[src/include/audio_port_pkg.sv]
// Constants and types shared by the serial audio slave port
package audio_port_pkg;

    // ************************************************
    // Clock rates and derived counts
    // ************************************************
    localparam int unsigned CLOCK_HZ       = 10000000;
    localparam int unsigned BCLK_16K_HZ    = 1024000;
    localparam int unsigned BCLK_48K_HZ    = 3072000;
    localparam int unsigned BCLK_MID_HZ    = (BCLK_16K_HZ + BCLK_48K_HZ) / 2;
    localparam int unsigned FAST_PERIOD_CYC = CLOCK_HZ / BCLK_MID_HZ;
    localparam int unsigned IDLE_TIMEOUT_NS  = 6400;
    localparam int unsigned IDLE_TIMEOUT_CYC =
        (IDLE_TIMEOUT_NS * (CLOCK_HZ / 1000000)) / 1000;

    // ************************************************
    // Frame layout
    // ************************************************
    localparam int unsigned SAMPLE_WIDTH   = 32;
    localparam int unsigned FRAME_BITS     = 64;
    localparam logic [5:0]  LAST_FRAME_BIT = 6'h3f;

    // ************************************************
    // Reset values
    // ************************************************
    localparam logic [7:0]  PERIOD_RESET   = 8'h00;
    localparam logic [9:0]  RATIO_RESET    = 10'h000;

    // ************************************************
    // Types
    // ************************************************
    typedef enum logic
    {
        RATE_16K,
        RATE_48K
    } rate_t;

    typedef struct packed
    {
        logic [SAMPLE_WIDTH-1:0] left;
        logic [SAMPLE_WIDTH-1:0] right;
    } stereo_t;

endpackage

[src/hw/audio_serial_slave.sv]
// Serial audio slave port: stereo in, stereo out on one host clock set
`timescale 1ns/1ps
`default_nettype none

module audio_serial_slave
(
    // Clock and reset
    input  wire logic                    clock_i,
    input  wire logic                    resetn_i,
    // Link pins to and from the host
    input  wire logic                    master_clock_in_i,
    input  wire logic                    bit_clock_in_i,
    input  wire logic                    frame_select_clock_in_i,
    input  wire logic                    serial_data_in_i,
    output logic                         serial_data_out_o,
    // Configuration
    input  wire audio_port_pkg::rate_t   rate_select_i,
    input  wire logic [9:0]              mclk_ratio_i,
    // Voice audio to send
    input  wire audio_port_pkg::stereo_t tx_frame_i,
    output logic                         tx_taken_o,
    // Reference audio received
    output audio_port_pkg::stereo_t      rx_frame_o,
    output logic                         rx_valid_o,
    // Status
    output logic                         clocks_active_o,
    output audio_port_pkg::rate_t        detected_rate_o,
    output logic                         rate_ok_o,
    output logic                         frame_error_o,
    output logic                         sample_tick_o
);
    import audio_port_pkg::*;

    // ************************************************
    // Pin synchronisers
    // ************************************************
    logic [3:0] sync1_reg;
    logic [3:0] sync2_reg;
    logic       bclk_d_reg;
    logic       mclk_d_reg;
    logic       ws_prev_reg;

    always_ff @(posedge clock_i)
    begin
        if (!resetn_i)
        begin
            sync1_reg <= 4'h0;
            sync2_reg <= 4'h0;
            bclk_d_reg <= 1'b0;
            mclk_d_reg <= 1'b0;
        end
        else
        begin
            sync1_reg <= {master_clock_in_i, bit_clock_in_i,
                          frame_select_clock_in_i, serial_data_in_i};
            sync2_reg <= sync1_reg;
            bclk_d_reg <= sync2_reg[2];
            mclk_d_reg <= sync2_reg[3];
        end
    end

    logic bclk_rise;
    logic bclk_fall;
    logic mclk_rise;
    logic ws_now;
    logic din_now;
    logic ws_change;
    assign bclk_rise = sync2_reg[2] & ~bclk_d_reg;
    assign bclk_fall = ~sync2_reg[2] & bclk_d_reg;
    assign mclk_rise = sync2_reg[3] & ~mclk_d_reg;
    assign ws_now    = sync2_reg[1];
    assign din_now   = sync2_reg[0];
    assign ws_change = bclk_rise & (ws_now != ws_prev_reg);

    // ************************************************
    // Receive path
    // ************************************************
    logic [SAMPLE_WIDTH-1:0] rx_shift_reg;
    logic [SAMPLE_WIDTH-1:0] rx_word;
    assign rx_word = {rx_shift_reg[SAMPLE_WIDTH-2:0], din_now};

    always_ff @(posedge clock_i)
    begin
        if (!resetn_i)
        begin
            ws_prev_reg <= 1'b0;
            rx_shift_reg <= '0;
            rx_frame_o <= '0;
            rx_valid_o <= 1'b0;
        end
        else
        begin
            rx_valid_o <= 1'b0;
            if (bclk_rise)
            begin
                ws_prev_reg <= ws_now;
                rx_shift_reg <= rx_word;
                if (ws_change)
                begin
                    if (ws_prev_reg)
                    begin
                        rx_frame_o.right <= rx_word;
                        rx_valid_o <= 1'b1;
                    end
                    else
                    begin
                        rx_frame_o.left <= rx_word;
                    end
                end
            end
        end
    end

    // ************************************************
    // Transmit path, same clock pair as receive
    // ************************************************
    logic [SAMPLE_WIDTH-1:0] tx_shift_reg;
    logic [SAMPLE_WIDTH-1:0] tx_right_reg;

    always_ff @(posedge clock_i)
    begin
        if (!resetn_i)
        begin
            tx_shift_reg <= '0;
            tx_right_reg <= '0;
            tx_taken_o <= 1'b0;
            serial_data_out_o <= 1'b0;
        end
        else
        begin
            tx_taken_o <= 1'b0;
            if (ws_change)
            begin
                if (!ws_now)
                begin
                    tx_shift_reg <= tx_frame_i.left;
                    tx_right_reg <= tx_frame_i.right;
                    tx_taken_o <= 1'b1;
                end
                else
                begin
                    tx_shift_reg <= tx_right_reg;
                end
            end
            else if (bclk_fall)
            begin
                serial_data_out_o <= tx_shift_reg[SAMPLE_WIDTH-1];
                tx_shift_reg <= {tx_shift_reg[SAMPLE_WIDTH-2:0], 1'b0};
            end
        end
    end

    // ************************************************
    // Frame length check
    // ************************************************
    logic [5:0] bit_count_reg;
    logic       framed_reg;

    always_ff @(posedge clock_i)
    begin
        if (!resetn_i)
        begin
            bit_count_reg <= 6'h00;
            framed_reg <= 1'b0;
            frame_error_o <= 1'b0;
        end
        else if (ws_change && !ws_now)
        begin
            bit_count_reg <= 6'h00;
            framed_reg <= 1'b1;
            frame_error_o <= framed_reg && (bit_count_reg != LAST_FRAME_BIT);
        end
        else if (bclk_rise)
        begin
            bit_count_reg <= bit_count_reg + 6'h01;
        end
    end

    // ************************************************
    // Clock activity and rate detection
    // ************************************************
    logic [7:0] idle_count_reg;
    logic [7:0] period_reg;

    always_ff @(posedge clock_i)
    begin
        if (!resetn_i)
        begin
            idle_count_reg <= 8'h00;
            clocks_active_o <= 1'b0;
            period_reg <= PERIOD_RESET;
            detected_rate_o <= RATE_16K;
            rate_ok_o <= 1'b0;
        end
        else
        begin
            if (bclk_rise)
            begin
                idle_count_reg <= 8'h00;
                clocks_active_o <= 1'b1;
                period_reg <= PERIOD_RESET;
                detected_rate_o <= (period_reg < 8'(FAST_PERIOD_CYC + 1))
                                   ? RATE_48K : RATE_16K;
            end
            else
            begin
                if (period_reg != 8'hff)
                begin
                    period_reg <= period_reg + 8'h01;
                end
                if (idle_count_reg == 8'(IDLE_TIMEOUT_CYC))
                begin
                    clocks_active_o <= 1'b0;
                end
                else
                begin
                    idle_count_reg <= idle_count_reg + 8'h01;
                end
            end
            rate_ok_o <= clocks_active_o && (detected_rate_o == rate_select_i);
        end
    end

    // ************************************************
    // Master clock divider to sample ticks
    // ************************************************
    logic [9:0] mclk_count_reg;

    always_ff @(posedge clock_i)
    begin
        if (!resetn_i)
        begin
            mclk_count_reg <= RATIO_RESET;
            sample_tick_o <= 1'b0;
        end
        else
        begin
            sample_tick_o <= 1'b0;
            if (mclk_rise)
            begin
                if (mclk_count_reg + 10'h001 >= mclk_ratio_i)
                begin
                    mclk_count_reg <= RATIO_RESET;
                    sample_tick_o <= 1'b1;
                end
                else
                begin
                    mclk_count_reg <= mclk_count_reg + 10'h001;
                end
            end
        end
    end
endmodule

`default_nettype wire

[config.mk]
export PLATFORM = sky130hd
export DESIGN_NAME = audio_serial_slave
export DESIGN_NICKNAME = d
export VERILOG_FILES = /design/src/include/audio_port_pkg.sv /design/src/hw/audio_serial_slave.sv
export SDC_FILE = /design/constraint.sdc
export NUM_CORES = 1
export LEC_CHECK = 0
export ABC_AREA = 1
export BUFFER_PORTS_ARGS = -buffer_cell sky130_fd_sc_hd__buf_2
export CORE_UTILIZATION = 55
export CTS_BUF_LIST = sky130_fd_sc_hd__clkbuf_8
export CTS_CLUSTER_DIAMETER = 150
export DETAILED_ROUTE_END_ITERATION = 12
export GPL_TIMING_DRIVEN = 0
export PLACE_DENSITY = 0.85
export SETUP_SLACK_MARGIN = 0.5
export SLEW_MARGIN = 20
export SYNTH_ARGS = -nofsm -noshare
export SYNTH_HDL_FRONTEND = slang
export SYNTH_SLANG_ARGS = --single-unit
export TNS_END_PERCENT = 100
[constraint.sdc]
create_clock -name clock_i -period 4.1 [get_ports clock_i]
set_input_delay 0 -clock clock_i [delete_from_list [all_inputs] [get_ports clock_i]]
set_output_delay 0 -clock clock_i [all_outputs]
set_load 0.1 [all_outputs]
==> metrics.txt, run 1 <==
# TYPE chip_impl_metric gauge
chip_impl_metric{name="drt-wirelength-per-cell",unit="µm"} 14.38
chip_impl_metric{name="synthesis.yosys.warnings",unit=""} 0
chip_impl_metric{name="maximum_number_of_pins_on_one_net_before_global_route_repair",unit=""} 11
chip_impl_metric{name="whs_path_depth",unit=""} 5
chip_impl_info{name="worstSetupEndpointType",value="register"} 1
chip_impl_metric{name="slew_violations",unit=""} 0
chip_impl_metric{name="finalPower",unit="mW"} 4.213
chip_impl_metric{name="syn_area",unit="µm²"} 8063
chip_impl_metric{name="globalRouteOverflowTotal",unit=""} 0
chip_impl_metric{name="cts-hold-fix-buffers",unit=""} 69
chip_impl_info{name="run_status",value="completed"} 1
chip_impl_metric{name="final_hold_viol_count",unit=""} 0
chip_impl_metric{name="power.ir.vdd_worst",unit="V"} 0.0003034
chip_impl_info{name="busiest_layer",value="met2"} 1
chip_impl_metric{name="cts_max_path_buffers",unit=""} 3
chip_impl_metric{name="synth-async-reset-ratio",unit="%"} 0
chip_impl_metric{name="post_cts_resize_count",unit=""} 0
chip_impl_info{name="final_cell_mix",value="261 x sky130_fd_sc_hd__nand2_1, 211 x sky130_fd_sc_hd__dfxtp_1, 174 x sky130_fd_sc_hd__buf_2"} 1
chip_impl_metric{name="drtAntennaViolNets",unit=""} 0
chip_impl_metric{name="vias",unit=""} 7719
chip_impl_metric{name="synth_cell_types",unit=""} 37
chip_impl_metric{name="number_of_antenna_violations_at_the_first_check_in_global_routing",unit=""} 0
chip_impl_metric{name="worst_pin_slew",unit="ps"} 555.2
chip_impl_metric{name="final_min_period_over_clock_period",unit="%"} 59.98
chip_impl_metric{name="post_route_cells_drive_above_1_share",unit="%"} 19.41
chip_impl_metric{name="grt.met3_usage",unit="%"} 7.426
chip_impl_metric{name="synth_enable_flop_cells",unit=""} 0
chip_impl_metric{name="post_synth_fa_ha_maj_area_fraction",unit="%"} 2.483
chip_impl_metric{name="power_per_unit_of_standard_cell_area",unit="nW/µm²"} 403.1
chip_impl_metric{name="clkLatencyLatePin",unit="ps"} 530
chip_impl_metric{name="htreeDepth",unit=""} 2
chip_impl_metric{name="compound_gate_portion_of_the_synthesized_area",unit="%"} 17.80
chip_impl_info{name="most_common_cell_after_layout_fill_and_taps_aside",value="sky130_fd_sc_hd__nand2_1"} 1
chip_impl_metric{name="rows",unit=""} 43
chip_impl_metric{name="postLayoutCoreUtil",unit="%"} 74.15
chip_impl_metric{name="vias_per_cell",unit=""} 5.223
chip_impl_metric{name="cp.arrival",unit="ps"} 2890
chip_impl_metric{name="synth.mux.area_fraction",unit="%"} 0.1241
chip_impl_metric{name="final-setup-viol-count",unit=""} 0
chip_impl_metric{name="ys_seq_elements",unit=""} 211
chip_impl_metric{name="antennaDiodeCount",unit=""} 0
chip_impl_metric{name="max_freq",unit="MHz"} 406.7
chip_impl_metric{name="cts-buffers-inserted",unit=""} 35
chip_impl_metric{name="timing.critical_path.required",unit="ps"} 4530
chip_impl_metric{name="detailed_place_hpwl",unit="µm"} 12780
chip_impl_info{name="crit_path_start_kind",value="register"} 1
chip_impl_metric{name="num-nets-final",unit=""} 1371
chip_impl_metric{name="syn_area_per_cell",unit="µm²"} 7.936
chip_impl_info{name="cts_root_buf",value="sky130_fd_sc_hd__clkbuf_8"} 1
chip_impl_metric{name="die_h",unit="µm"} 123.1
chip_impl_info{name="dominant_combinational_cell_family_by_area_after_synthesis",value="compound AO/OA/AOI/OAI gates"} 1
chip_impl_metric{name="synth_nets",unit=""} 1113
chip_impl_info{name="synth_flop_type",value="sky130_fd_sc_hd__dfxtp_1"} 1
chip_impl_metric{name="die_w",unit="µm"} 123.1
chip_impl_metric{name="yosys.area_share.simple",unit="%"} 17.02
chip_impl_metric{name="maxCapViolCount",unit=""} 0
chip_impl_metric{name="dieArea",unit="µm²"} 15150
chip_impl_metric{name="number_of_global_route_vias_before_repair",unit=""} 7554
chip_impl_metric{name="area_delta_synth_final",unit="%"} 29.64
chip_impl_metric{name="pin_count",unit=""} 153
chip_impl_info{name="unrepaired_setup_endpoints_after_global_routing",value="false"} 1
chip_impl_metric{name="setup.reg_to_reg.worst_slack",unit="ps"} 1640
chip_impl_metric{name="rr_worst_depth",unit=""} 14
chip_impl_metric{name="place.gp.congestion",unit=""} 0.8073
chip_impl_metric{name="cts_setup_buffers",unit=""} 0
chip_impl_metric{name="initial_standard_cell_utilization_of_the_core",unit="%"} 57.20
chip_impl_metric{name="fin_crit",unit="ps"} 2459
chip_impl_info{name="min_path_type",value="primary input to register"} 1
chip_impl_info{name="tritoncts",value="built"} 1
chip_impl_metric{name="detailedRoute.firstPassIterationCount",unit=""} 5
chip_impl_metric{name="synthesis.instances",unit=""} 1016
chip_impl_metric{name="drt_first_iter_violations",unit=""} 658
chip_impl_metric{name="gr-usage-all-layers",unit="%"} 28.29
chip_impl_metric{name="critical_path_peak_fanout",unit=""} 10
chip_impl_metric{name="synthXorXnorAreaFrac",unit="%"} 1.412
chip_impl_metric{name="wirelength",unit="µm"} 21260
chip_impl_metric{name="power.leakage",unit="nW"} 4.525
chip_impl_metric{name="seq_area_frac_synth",unit="%"} 52.39
chip_impl_metric{name="grt_first_pass_wirelength",unit="µm"} 34310
chip_impl_metric{name="use_met2",unit="%"} 48.49
chip_impl_metric{name="largest_reg_flops",unit=""} 64
chip_impl_metric{name="grt.met1_usage",unit="%"} 34.08
chip_impl_metric{name="finalClockSkew",unit="ps"} 23.01
chip_impl_metric{name="detail_route.drc_violations",unit=""} 0
chip_impl_info{name="setup.worst_path.class",value="register to register"} 1
chip_impl_metric{name="timing.setup.tns",unit="ps"} 0
chip_impl_metric{name="core_region_area",unit="µm²"} 14100
chip_impl_metric{name="maxSlewHeadroom",unit="%"} 62.68
chip_impl_metric{name="clk_pin_slew",unit="ps"} 60
chip_impl_metric{name="port_buffers",unit=""} 152
chip_impl_metric{name="sink_count",unit=""} 211
==> cells by family after synthesis <==
| kind of cell | Yosys count |
|---|---|
| adder cells (fa/ha/maj) | 16 |
| AO/OA/AOI/OAI | 266 |
| XOR/XNOR | 13 |
| AND/OR/NAND/NOR | 334 |
| buffers and inverters | 175 |
| flip-flops | 211 |
| multiplexers | 1 |
==> Yosys cell counts (2+ instances only) <==
cell type,instances,share of area (%)
sky130_fd_sc_hd__xnor2_1,3,0.33
sky130_fd_sc_hd__inv_1,116,5.4
sky130_fd_sc_hd__nand3b_1,2,0.19
sky130_fd_sc_hd__a21oi_1,55,3.4
sky130_fd_sc_hd__o211ai_1,2,0.19
sky130_fd_sc_hd__clkinv_1,2,0.093
sky130_fd_sc_hd__nor2_4,2,0.28
sky130_fd_sc_hd__o22ai_1,33,2.6
sky130_fd_sc_hd__buf_2,22,1.4
sky130_fd_sc_hd__nand2_1,261,12
sky130_fd_sc_hd__buf_4,6,0.56
sky130_fd_sc_hd__xor2_1,10,1.1
sky130_fd_sc_hd__ha_1,16,2.5
sky130_fd_sc_hd__nand4_1,3,0.23
sky130_fd_sc_hd__o31ai_1,2,0.19
sky130_fd_sc_hd__nand3_1,22,1.4
sky130_fd_sc_hd__nor3_1,4,0.25
sky130_fd_sc_hd__nor2_1,32,1.5
sky130_fd_sc_hd__a31oi_1,32,2.5
sky130_fd_sc_hd__o21ai_0,114,7.1
sky130_fd_sc_hd__clkbuf_1,21,0.98
sky130_fd_sc_hd__o21ai_1,24,1.5
sky130_fd_sc_hd__inv_2,7,0.33
sky130_fd_sc_hd__dfxtp_1,211,52
sky130_fd_sc_hd__nor2_2,2,0.16
==> critical path, cell delays in order (launching register included) <==
cell and delay [ps]:
sky130_fd_sc_hd__dfxtp_1 350, sky130_fd_sc_hd__ha_1 190, sky130_fd_sc_hd__nand2_1 60, sky130_fd_sc_hd__nor2_1 190
sky130_fd_sc_hd__nand2_1 100, sky130_fd_sc_hd__xor2_1 130, sky130_fd_sc_hd__inv_1 70, sky130_fd_sc_hd__ha_1 270
sky130_fd_sc_hd__nand2_1 90, sky130_fd_sc_hd__inv_1 40, sky130_fd_sc_hd__a21oi_1 140, sky130_fd_sc_hd__nand2_1 100
sky130_fd_sc_hd__nor2_2 360, sky130_fd_sc_hd__nand3_1 140, sky130_fd_sc_hd__a21oi_1 160
==> metal layers <==
layer / wire, µm / up-vias
met5: 0 / -
met4: 544 / 0
met3: 1433 / 52
met2: 10090 / 275
met1: 9189 / 3565
li1: - / 3827
==> where the power goes <==
part,internal (mW),switching (mW)
Combinational,0.115,0.169
Sequential,2.07,0.0129
Clock,1.01,0.834
Total,3.20,1.02
==> per-stage QoR <==
stage	area, µm²	instances	hold WS [ps]	setup WS, ps
floorplan	8063	1016	97.63	2018
detailed placement	9049	1348	186.5	1668
global route	10450	1478	56.42	1377
finish	10450	1478	48.56	1641
CTS	10450	1478	11.69	1638
global placement	9049	1348	180.8	1726
==> worst paths after layout <==
path                                       start                             end
setup / recovery  mclk_count_reg[1]$_SDFFE_PN0P_  mclk_count_reg[1]$_SDFFE_PN0P_
hold / removal                    tx_frame_i[33]    tx_shift_reg[1]$_SDFFE_PN0P_
setup reg to reg  mclk_count_reg[1]$_SDFFE_PN0P_  mclk_count_reg[1]$_SDFFE_PN0P_
hold reg to reg          sync1_reg[1]$_SDFF_PN0_         sync2_reg[1]$_SDFF_PN0_
==> final cells by class <==
| class | instances | area [µm²] |
|---|---|---|
| Multi-Input combinational cell | 630 | 3132 |
| Clock inverter | 15 | 80.08 |
| Sequential cell | 211 | 4224 |
| Inverter | 125 | 469.2 |
| Fill cell | 1019 | 3643 |
| Tap cell | 180 | 225.2 |
| Buffer | 50 | 237.7 |
| Timing Repair Buffer | 221 | 1451 |
| Clock buffer | 46 | 633.1 |
Note: power is estimated with default switching activity, not from simulation.
==> run 2: changes to the inputs <==
Clock period 4.1 ns to 2.6 ns, I/O delays scaled along.
==> run 2 against run 1 <==
Largest power group unchanged; count of clock-buffer cells in the layout unchanged; non-clock buffer count increased by 10; first-iteration DRC count grew 12%.
==> metrics.txt, run 2 (synthesis gave the netlist of run 1 again) <==
# TYPE chip_impl_metric gauge
chip_impl_metric{name="sink_count",unit=""} 211
chip_impl_metric{name="area_delta_synth_final",unit="%"} 33.47
chip_impl_metric{name="die_w",unit="µm"} 123.1
chip_impl_metric{name="globalRouteOverflowTotal",unit=""} 0
chip_impl_metric{name="num-nets-final",unit=""} 1382
chip_impl_info{name="timing.critical_path.slowest_stage_cell",value="sky130_fd_sc_hd__dfxtp_4"} 1
chip_impl_metric{name="timing.final.ws_setup",unit="ps"} 380.7
chip_impl_metric{name="power_per_unit_of_standard_cell_area",unit="nW/µm²"} 618.9
chip_impl_metric{name="dieArea",unit="µm²"} 15150
chip_impl_metric{name="clkLatencyLatePin",unit="ps"} 520
chip_impl_metric{name="minimum_setup_slack_after_placement",unit="ps"} 168.1
chip_impl_info{name="crit_path_start_kind",value="register"} 1
chip_impl_metric{name="number_of_gates_on_the_worst_path_with_buffers_counted",unit=""} 14
chip_impl_metric{name="core_region_area",unit="µm²"} 14100
chip_impl_info{name="worstSetupEndpointType",value="register"} 1
chip_impl_metric{name="power.share.switching",unit="%"} 24.26
chip_impl_metric{name="timing.critical_path.buf_inv",unit=""} 2
chip_impl_metric{name="postLayoutCoreUtil",unit="%"} 76.34
chip_impl_info{name="critPathTopFamily",value="simple AND/OR/NAND/NOR gates"} 1
chip_impl_metric{name="setup.reg_to_reg.worst_slack",unit="ps"} 380
chip_impl_metric{name="final-setup-viol-count",unit=""} 0
chip_impl_metric{name="maxCapViolCount",unit=""} 0
chip_impl_metric{name="fin_crit",unit="ps"} 2219
chip_impl_metric{name="antennaDiodeCount",unit=""} 0
chip_impl_metric{name="maxSlewHeadroom",unit="%"} 58.61
chip_impl_metric{name="vias",unit=""} 7949
chip_impl_metric{name="p_int",unit="mW"} 5.045
chip_impl_metric{name="combinationalPowerShare",unit="%"} 7.0
chip_impl_metric{name="clk_pin_slew",unit="ps"} 60
chip_impl_metric{name="grt_first_pass_wirelength",unit="µm"} 35020
chip_impl_metric{name="worst_pin_slew",unit="ps"} 620.9
chip_impl_metric{name="final_hold_viol_count",unit=""} 0
chip_impl_metric{name="seq_pwr_share",unit="%"} 49.3
chip_impl_info{name="tritoncts",value="built"} 1
chip_impl_metric{name="power.leakage",unit="nW"} 4.620
chip_impl_metric{name="area.sequential",unit="µm²"} 4240
chip_impl_info{name="cts_root_buf",value="sky130_fd_sc_hd__clkbuf_8"} 1
chip_impl_metric{name="htreeDepth",unit=""} 2
chip_impl_metric{name="initial_standard_cell_utilization_of_the_core",unit="%"} 57.20
chip_impl_metric{name="place.gp.congestion",unit=""} 0.8073
chip_impl_metric{name="timing.setup.tns",unit="ps"} 0
chip_impl_metric{name="detail_route.drc_violations",unit=""} 0
chip_impl_info{name="cell_repeated_most_along_the_worst_path",value="sky130_fd_sc_hd__nand2_4"} 1
chip_impl_metric{name="number_of_antenna_violations_at_the_first_check_in_global_routing",unit=""} 0
chip_impl_info{name="unrepaired_setup_endpoints_after_global_routing",value="true"} 1
chip_impl_metric{name="detailed_place_hpwl",unit="µm"} 12780
chip_impl_metric{name="drt-wirelength-per-cell",unit="µm"} 15.31
chip_impl_metric{name="power.ir.vdd_worst",unit="V"} 0.0004825
chip_impl_metric{name="finalHoldWorstSlack",unit="ps"} 27.23
chip_impl_info{name="cp-startpoint",value="mclk_count_reg[0]$_SDFFE_PN0P_"} 1
chip_impl_metric{name="finalClockSkew",unit="ps"} 20.20
chip_impl_info{name="worstReg2RegEnd",value="mclk_count_reg[8]$_SDFFE_PN0P_"} 1
chip_impl_metric{name="fin_area",unit="µm²"} 10760
chip_impl_info{name="rr_startpoint",value="mclk_count_reg[0]$_SDFFE_PN0P_"} 1
chip_impl_metric{name="drtAntennaViolNets",unit=""} 0
chip_impl_metric{name="gr-usage-all-layers",unit="%"} 28.97
chip_impl_metric{name="critical_path_peak_fanout",unit=""} 5
chip_impl_info{name="most_common_cell_after_layout_fill_and_taps_aside",value="sky130_fd_sc_hd__nand2_1"} 1
chip_impl_metric{name="cts_max_path_buffers",unit=""} 3
chip_impl_metric{name="slew_violations",unit=""} 0
chip_impl_info{name="setup.worst_path.class",value="register to register"} 1
chip_impl_metric{name="die_h",unit="µm"} 123.1
chip_impl_metric{name="max_freq",unit="MHz"} 450.6
chip_impl_info{name="min_path_type",value="primary input to register"} 1
chip_impl_metric{name="maximum_number_of_pins_on_one_net_before_global_route_repair",unit=""} 11
chip_impl_metric{name="rr_worst_depth",unit=""} 14
chip_impl_info{name="critical_path.endpoint",value="mclk_count_reg[8]$_SDFFE_PN0P_"} 1
chip_impl_metric{name="clock_power_share",unit="%"} 43.7
chip_impl_metric{name="wirelength",unit="µm"} 22800
chip_impl_metric{name="largest_reg_flops",unit=""} 64
chip_impl_metric{name="fillers",unit=""} 954
chip_impl_metric{name="vias_per_cell",unit=""} 5.338
chip_impl_metric{name="final_min_period_over_clock_period",unit="%"} 85.36
chip_impl_info{name="run_status",value="completed"} 1
chip_impl_metric{name="detailedRoute.firstPassIterationCount",unit=""} 5
chip_impl_info{name="crit_path_cell_trace",value="ha_4 -> nand2_4 -> nor2_4 -> nand2_2 -> xor2_1 -> inv_1 -> ha_4 -> nand2_4 -> inv_4 -> a21oi_4 -> nand2_4 -> nor2_4 -> nand3_2 -> a21oi_2"} 1
chip_impl_metric{name="timing.critical_path.required",unit="ps"} 3050
chip_impl_metric{name="timing.critical_path.slowest_cell_delay",unit="ps"} 380
chip_impl_metric{name="pin_count",unit=""} 153
chip_impl_metric{name="cp.arrival",unit="ps"} 2670
chip_impl_metric{name="port_buffers",unit=""} 152
chip_impl_metric{name="cts-buffers-inserted",unit=""} 35
chip_impl_metric{name="drt_first_iter_violations",unit=""} 735
chip_impl_metric{name="rows",unit=""} 43
chip_impl_metric{name="multi_input_area",unit="µm²"} 3344
chip_impl_metric{name="power_switching",unit="mW"} 1.616
chip_impl_metric{name="number_of_global_route_vias_before_repair",unit=""} 7622
chip_impl_metric{name="post_route_cells_drive_above_1_share",unit="%"} 23.30
chip_impl_metric{name="post_dp_cell_area",unit="µm²"} 9049
chip_impl_info{name="final_cell_mix",value="247 x sky130_fd_sc_hd__nand2_1, 206 x sky130_fd_sc_hd__dfxtp_1, 174 x sky130_fd_sc_hd__buf_2"} 1
## run 2: power groups by stage
stage	registers (mW)	clock network [mW]	logic (mW)
global route	3.28	3.11	0.506
finish	3.28	2.91	0.467
global placement	3.35	0	0.347
detailed placement	3.35	0	0.352
floorplan	3.41	0	0.164
CTS	3.28	2.94	0.438
## run 2: worst reg2reg max path, delay by kind of cell, from the launching register on
| family | cells | cell delay (ps) |
|---|---|---|
| and+or+nand+nor | 7 | 790 |
| adders and majority gates | 2 | 380 |
| buffers and inverters | 2 | 150 |
| DFF | 1 | 380 |
| xor gates and xnor gates | 1 | 150 |
| AOI/OAI and AO/OA | 2 | 320 |
## run 2: per-layer routing
layer	share of wire (%)	track usage (%)	up-vias
met3	7.6	8.072	69
met1	41	34.61	3700
li1	-	-	3848
met5	0	0	-
met2	49	49.65	332
met4	2.9	10.62	0
## run 2: layout make-up
class,instances,area share [%]
tap,180,2.093
inverter,125,4.406
sequential,211,39.40
clock inverter,15,0.7441
buffer,50,2.209
multi-input combinational,631,31.08
clock buffer,46,5.883
timing repair buffer,231,14.18
## run 2: worst min-delay path by stage
stage | from | cells past startpoint | endpoint
CTS | tx_frame_i[33] | 5 | tx_shift_reg[1]$_SDFFE_PN0P_
detailed placement | serial_data_in_i | 3 | sync1_reg[0]$_SDFF_PN0_
floorplan | serial_data_in_i | 2 | sync1_reg[0]$_SDFF_PN0_
finish | tx_frame_i[33] | 5 | tx_shift_reg[1]$_SDFFE_PN0P_
global placement | serial_data_in_i | 3 | sync1_reg[0]$_SDFF_PN0_
global route | tx_frame_i[33] | 5 | tx_shift_reg[1]$_SDFFE_PN0P_
## run 2: repair_timing
item	CTS	global route
buffers inserted	3	7
gates cloned	1	0
endpoints found under the hold margin	69	0
setup endpoints to repair	11	11
hold buffers	69	0
resized for setup	25	34
pin swaps	13	21
## run 2: through the flow
step,power [mW],instances
finish,6.661,1489
global route,6.901,1489
CTS,6.656,1482
detailed placement,3.706,1348
global placement,3.699,1348
floorplan,3.577,1016
==> run 3: changes to the inputs <==
Settings changed: RECOVER_POWER from default to 50.
==> run 3 against run 2 <==
Final cell count did not move; clock power about the same; sequential power is essentially flat; wire length fell by 0.16%; worst setup slack better by 3.8 ps; register-to-register slack is essentially flat; core utilization shrank 0.97 points; via count about the same; non-clock buffer count is the same; design area is 1.3% lower; critical endpoint unchanged; largest cell class unchanged.
==> metrics.txt, run 3 (synthesis gave the netlist of run 1 again) <==
# TYPE chip_impl_metric gauge
chip_impl_metric{name="power.leakage",unit="nW"} 4.276
chip_impl_metric{name="number_of_antenna_violations_at_the_first_check_in_global_routing",unit=""} 0
chip_impl_metric{name="power.ir.vdd_worst",unit="V"} 0.0004754
chip_impl_metric{name="critical_path_peak_fanout",unit=""} 5
chip_impl_metric{name="timing.setup.tns",unit="ps"} 0
chip_impl_info{name="min_path_type",value="primary input to register"} 1
chip_impl_info{name="rr_startpoint",value="mclk_count_reg[0]$_SDFFE_PN0P_"} 1
chip_impl_metric{name="clkLatencyLatePin",unit="ps"} 530
chip_impl_metric{name="place.gp.congestion",unit=""} 0.8073
chip_impl_metric{name="fillers",unit=""} 996
chip_impl_metric{name="clk_pin_slew",unit="ps"} 60
chip_impl_metric{name="finalClockSkew",unit="ps"} 23.74
chip_impl_metric{name="wirelength",unit="µm"} 22760
chip_impl_metric{name="cts_max_path_buffers",unit=""} 3
chip_impl_metric{name="area_delta_synth_final",unit="%"} 31.78
chip_impl_metric{name="die_w",unit="µm"} 123.1
chip_impl_info{name="setup.worst_path.class",value="register to register"} 1
chip_impl_metric{name="cp.arrival",unit="ps"} 2670
chip_impl_info{name="cp-startpoint",value="mclk_count_reg[0]$_SDFFE_PN0P_"} 1
chip_impl_metric{name="power_per_unit_of_standard_cell_area",unit="nW/µm²"} 626.4
chip_impl_info{name="most_common_cell_after_layout_fill_and_taps_aside",value="sky130_fd_sc_hd__nand2_1"} 1
chip_impl_info{name="tritoncts",value="built"} 1
chip_impl_metric{name="pin_count",unit=""} 153
chip_impl_metric{name="antennaDiodeCount",unit=""} 0
chip_impl_metric{name="drtAntennaViolNets",unit=""} 0
chip_impl_info{name="run_status",value="completed"} 1
chip_impl_metric{name="drt_first_iter_violations",unit=""} 735
chip_impl_metric{name="worst_pin_slew",unit="ps"} 1242
chip_impl_metric{name="initial_standard_cell_utilization_of_the_core",unit="%"} 57.20
chip_impl_info{name="cts_root_buf",value="sky130_fd_sc_hd__clkbuf_8"} 1
chip_impl_metric{name="largest_reg_flops",unit=""} 64
chip_impl_metric{name="final_hold_viol_count",unit=""} 0
chip_impl_metric{name="drt-wirelength-per-cell",unit="µm"} 15.29
chip_impl_metric{name="grt_first_pass_wirelength",unit="µm"} 35020
chip_impl_metric{name="timing.critical_path.required",unit="ps"} 3050
chip_impl_metric{name="cts-buffers-inserted",unit=""} 35
chip_impl_metric{name="gr-usage-all-layers",unit="%"} 28.97
chip_impl_metric{name="vias",unit=""} 7954
chip_impl_metric{name="slew_violations",unit=""} 0
chip_impl_info{name="unrepaired_setup_endpoints_after_global_routing",value="true"} 1
chip_impl_info{name="hp-start",value="tx_frame_i[33]"} 1
chip_impl_metric{name="final-setup-viol-count",unit=""} 0
chip_impl_metric{name="finalPower",unit="mW"} 6.656
chip_impl_metric{name="htreeDepth",unit=""} 2
chip_impl_metric{name="port_buffers",unit=""} 152
chip_impl_metric{name="globalRouteOverflowTotal",unit=""} 0
chip_impl_metric{name="post_route_cells_drive_above_1_share",unit="%"} 16.42
chip_impl_metric{name="vias_per_cell",unit=""} 5.342
chip_impl_metric{name="maximum_number_of_pins_on_one_net_before_global_route_repair",unit=""} 11
chip_impl_metric{name="num-nets-final",unit=""} 1382
chip_impl_metric{name="die_h",unit="µm"} 123.1
chip_impl_metric{name="dieArea",unit="µm²"} 15150
chip_impl_metric{name="number_of_global_route_vias_before_repair",unit=""} 7622
chip_impl_metric{name="rows",unit=""} 43
chip_impl_metric{name="maxSlewHeadroom",unit="%"} 17.53
chip_impl_metric{name="detailed_place_hpwl",unit="µm"} 12780
chip_impl_info{name="crit_path_start_kind",value="register"} 1
chip_impl_metric{name="fin_crit",unit="ps"} 2216
chip_impl_metric{name="sink_count",unit=""} 211
chip_impl_info{name="worstSetupEndpointType",value="register"} 1
chip_impl_info{name="final_cell_mix",value="248 x sky130_fd_sc_hd__nand2_1, 206 x sky130_fd_sc_hd__dfxtp_1, 124 x sky130_fd_sc_hd__inv_1"} 1
chip_impl_metric{name="final_min_period_over_clock_period",unit="%"} 85.21
chip_impl_metric{name="core_region_area",unit="µm²"} 14100
chip_impl_metric{name="maxCapViolCount",unit=""} 0
chip_impl_metric{name="detailedRoute.firstPassIterationCount",unit=""} 5
chip_impl_metric{name="max_freq",unit="MHz"} 451.4
chip_impl_metric{name="detail_route.drc_violations",unit=""} 0
## run 3: worst max-delay path: stages, from the launching register on
cell	delay, ps
sky130_fd_sc_hd__dfxtp_4	380
sky130_fd_sc_hd__ha_4	150
sky130_fd_sc_hd__nand2_4	50
sky130_fd_sc_hd__nor2_4	120
sky130_fd_sc_hd__nand2_2	70
sky130_fd_sc_hd__xor2_1	150
sky130_fd_sc_hd__inv_1	110
sky130_fd_sc_hd__ha_4	230
sky130_fd_sc_hd__nand2_4	90
sky130_fd_sc_hd__inv_4	40
sky130_fd_sc_hd__a21oi_4	170
sky130_fd_sc_hd__nand2_4	100
sky130_fd_sc_hd__nor2_4	220
sky130_fd_sc_hd__nand3_2	130
sky130_fd_sc_hd__a21oi_2	150
## run 3: power by group
part	switching (mW)	leakage, nW	internal [mW]
Combinational	0.276	2.18	0.182
Sequential	0.0215	1.71	3.26
Clock	1.32	0.392	1.60
Total	1.62	4.28	5.04
## run 3: through the flow
stage	util, %	setup WS, ps	hold slack (ps)	area [µm²]	instances
floorplan	-	518.3	97.63	8063	1016
global placement	64.19	225.7	180.8	9049	1348
detailed placement	64.19	168.1	186.5	9049	1348
CTS	75.00	448.1	11.69	10570	1482
global route	75.38	234.6	55.95	10630	1489
finish	75.38	384.5	25.67	10630	1489
## run 3: worst paths after layout
path                                                        to  slack, ps  cells after the start
worst max register to register  mclk_count_reg[8]$_SDFFE_PN0P_        380                     14
worst min register to register         sync2_reg[1]$_SDFF_PN0_        410                      2
worst min-delay path              tx_shift_reg[1]$_SDFFE_PN0P_         30                      5
worst max-delay path            mclk_count_reg[8]$_SDFFE_PN0P_        380                     14
## run 3: final cells by class
type	instances	area (µm²)	share of cell area (%)
timing repair buffer	231	1435	13.51
tap	180	225.2	2.120
clock buffer	46	633.1	5.959
inverter	125	474.2	4.463
clock inverter	15	80.08	0.7536
sequential	211	4240	39.91
buffer	50	229.0	2.155
multi-input combinational	631	3308	31.14
## run 3: layer usage
| layer | track usage (%) | wire [µm] |
|---|---|---|
| met2 | 49.65 | 11160 |
| met1 | 34.61 | 9327 |
| met3 | 8.072 | 1685 |
| met5 | 0 | 0 |
| met4 | 10.62 | 592 |
## run 3: repair_timing
item | in CTS | in global routing
setup endpoints to repair | 11 | 11
gates cloned | 1 | 0
setup buffers | 3 | 7
pin swaps | 13 | 21
gates resized for setup | 25 | 34
endpoints found under the hold margin | 69 | 0
hold buffers | 69 | 0
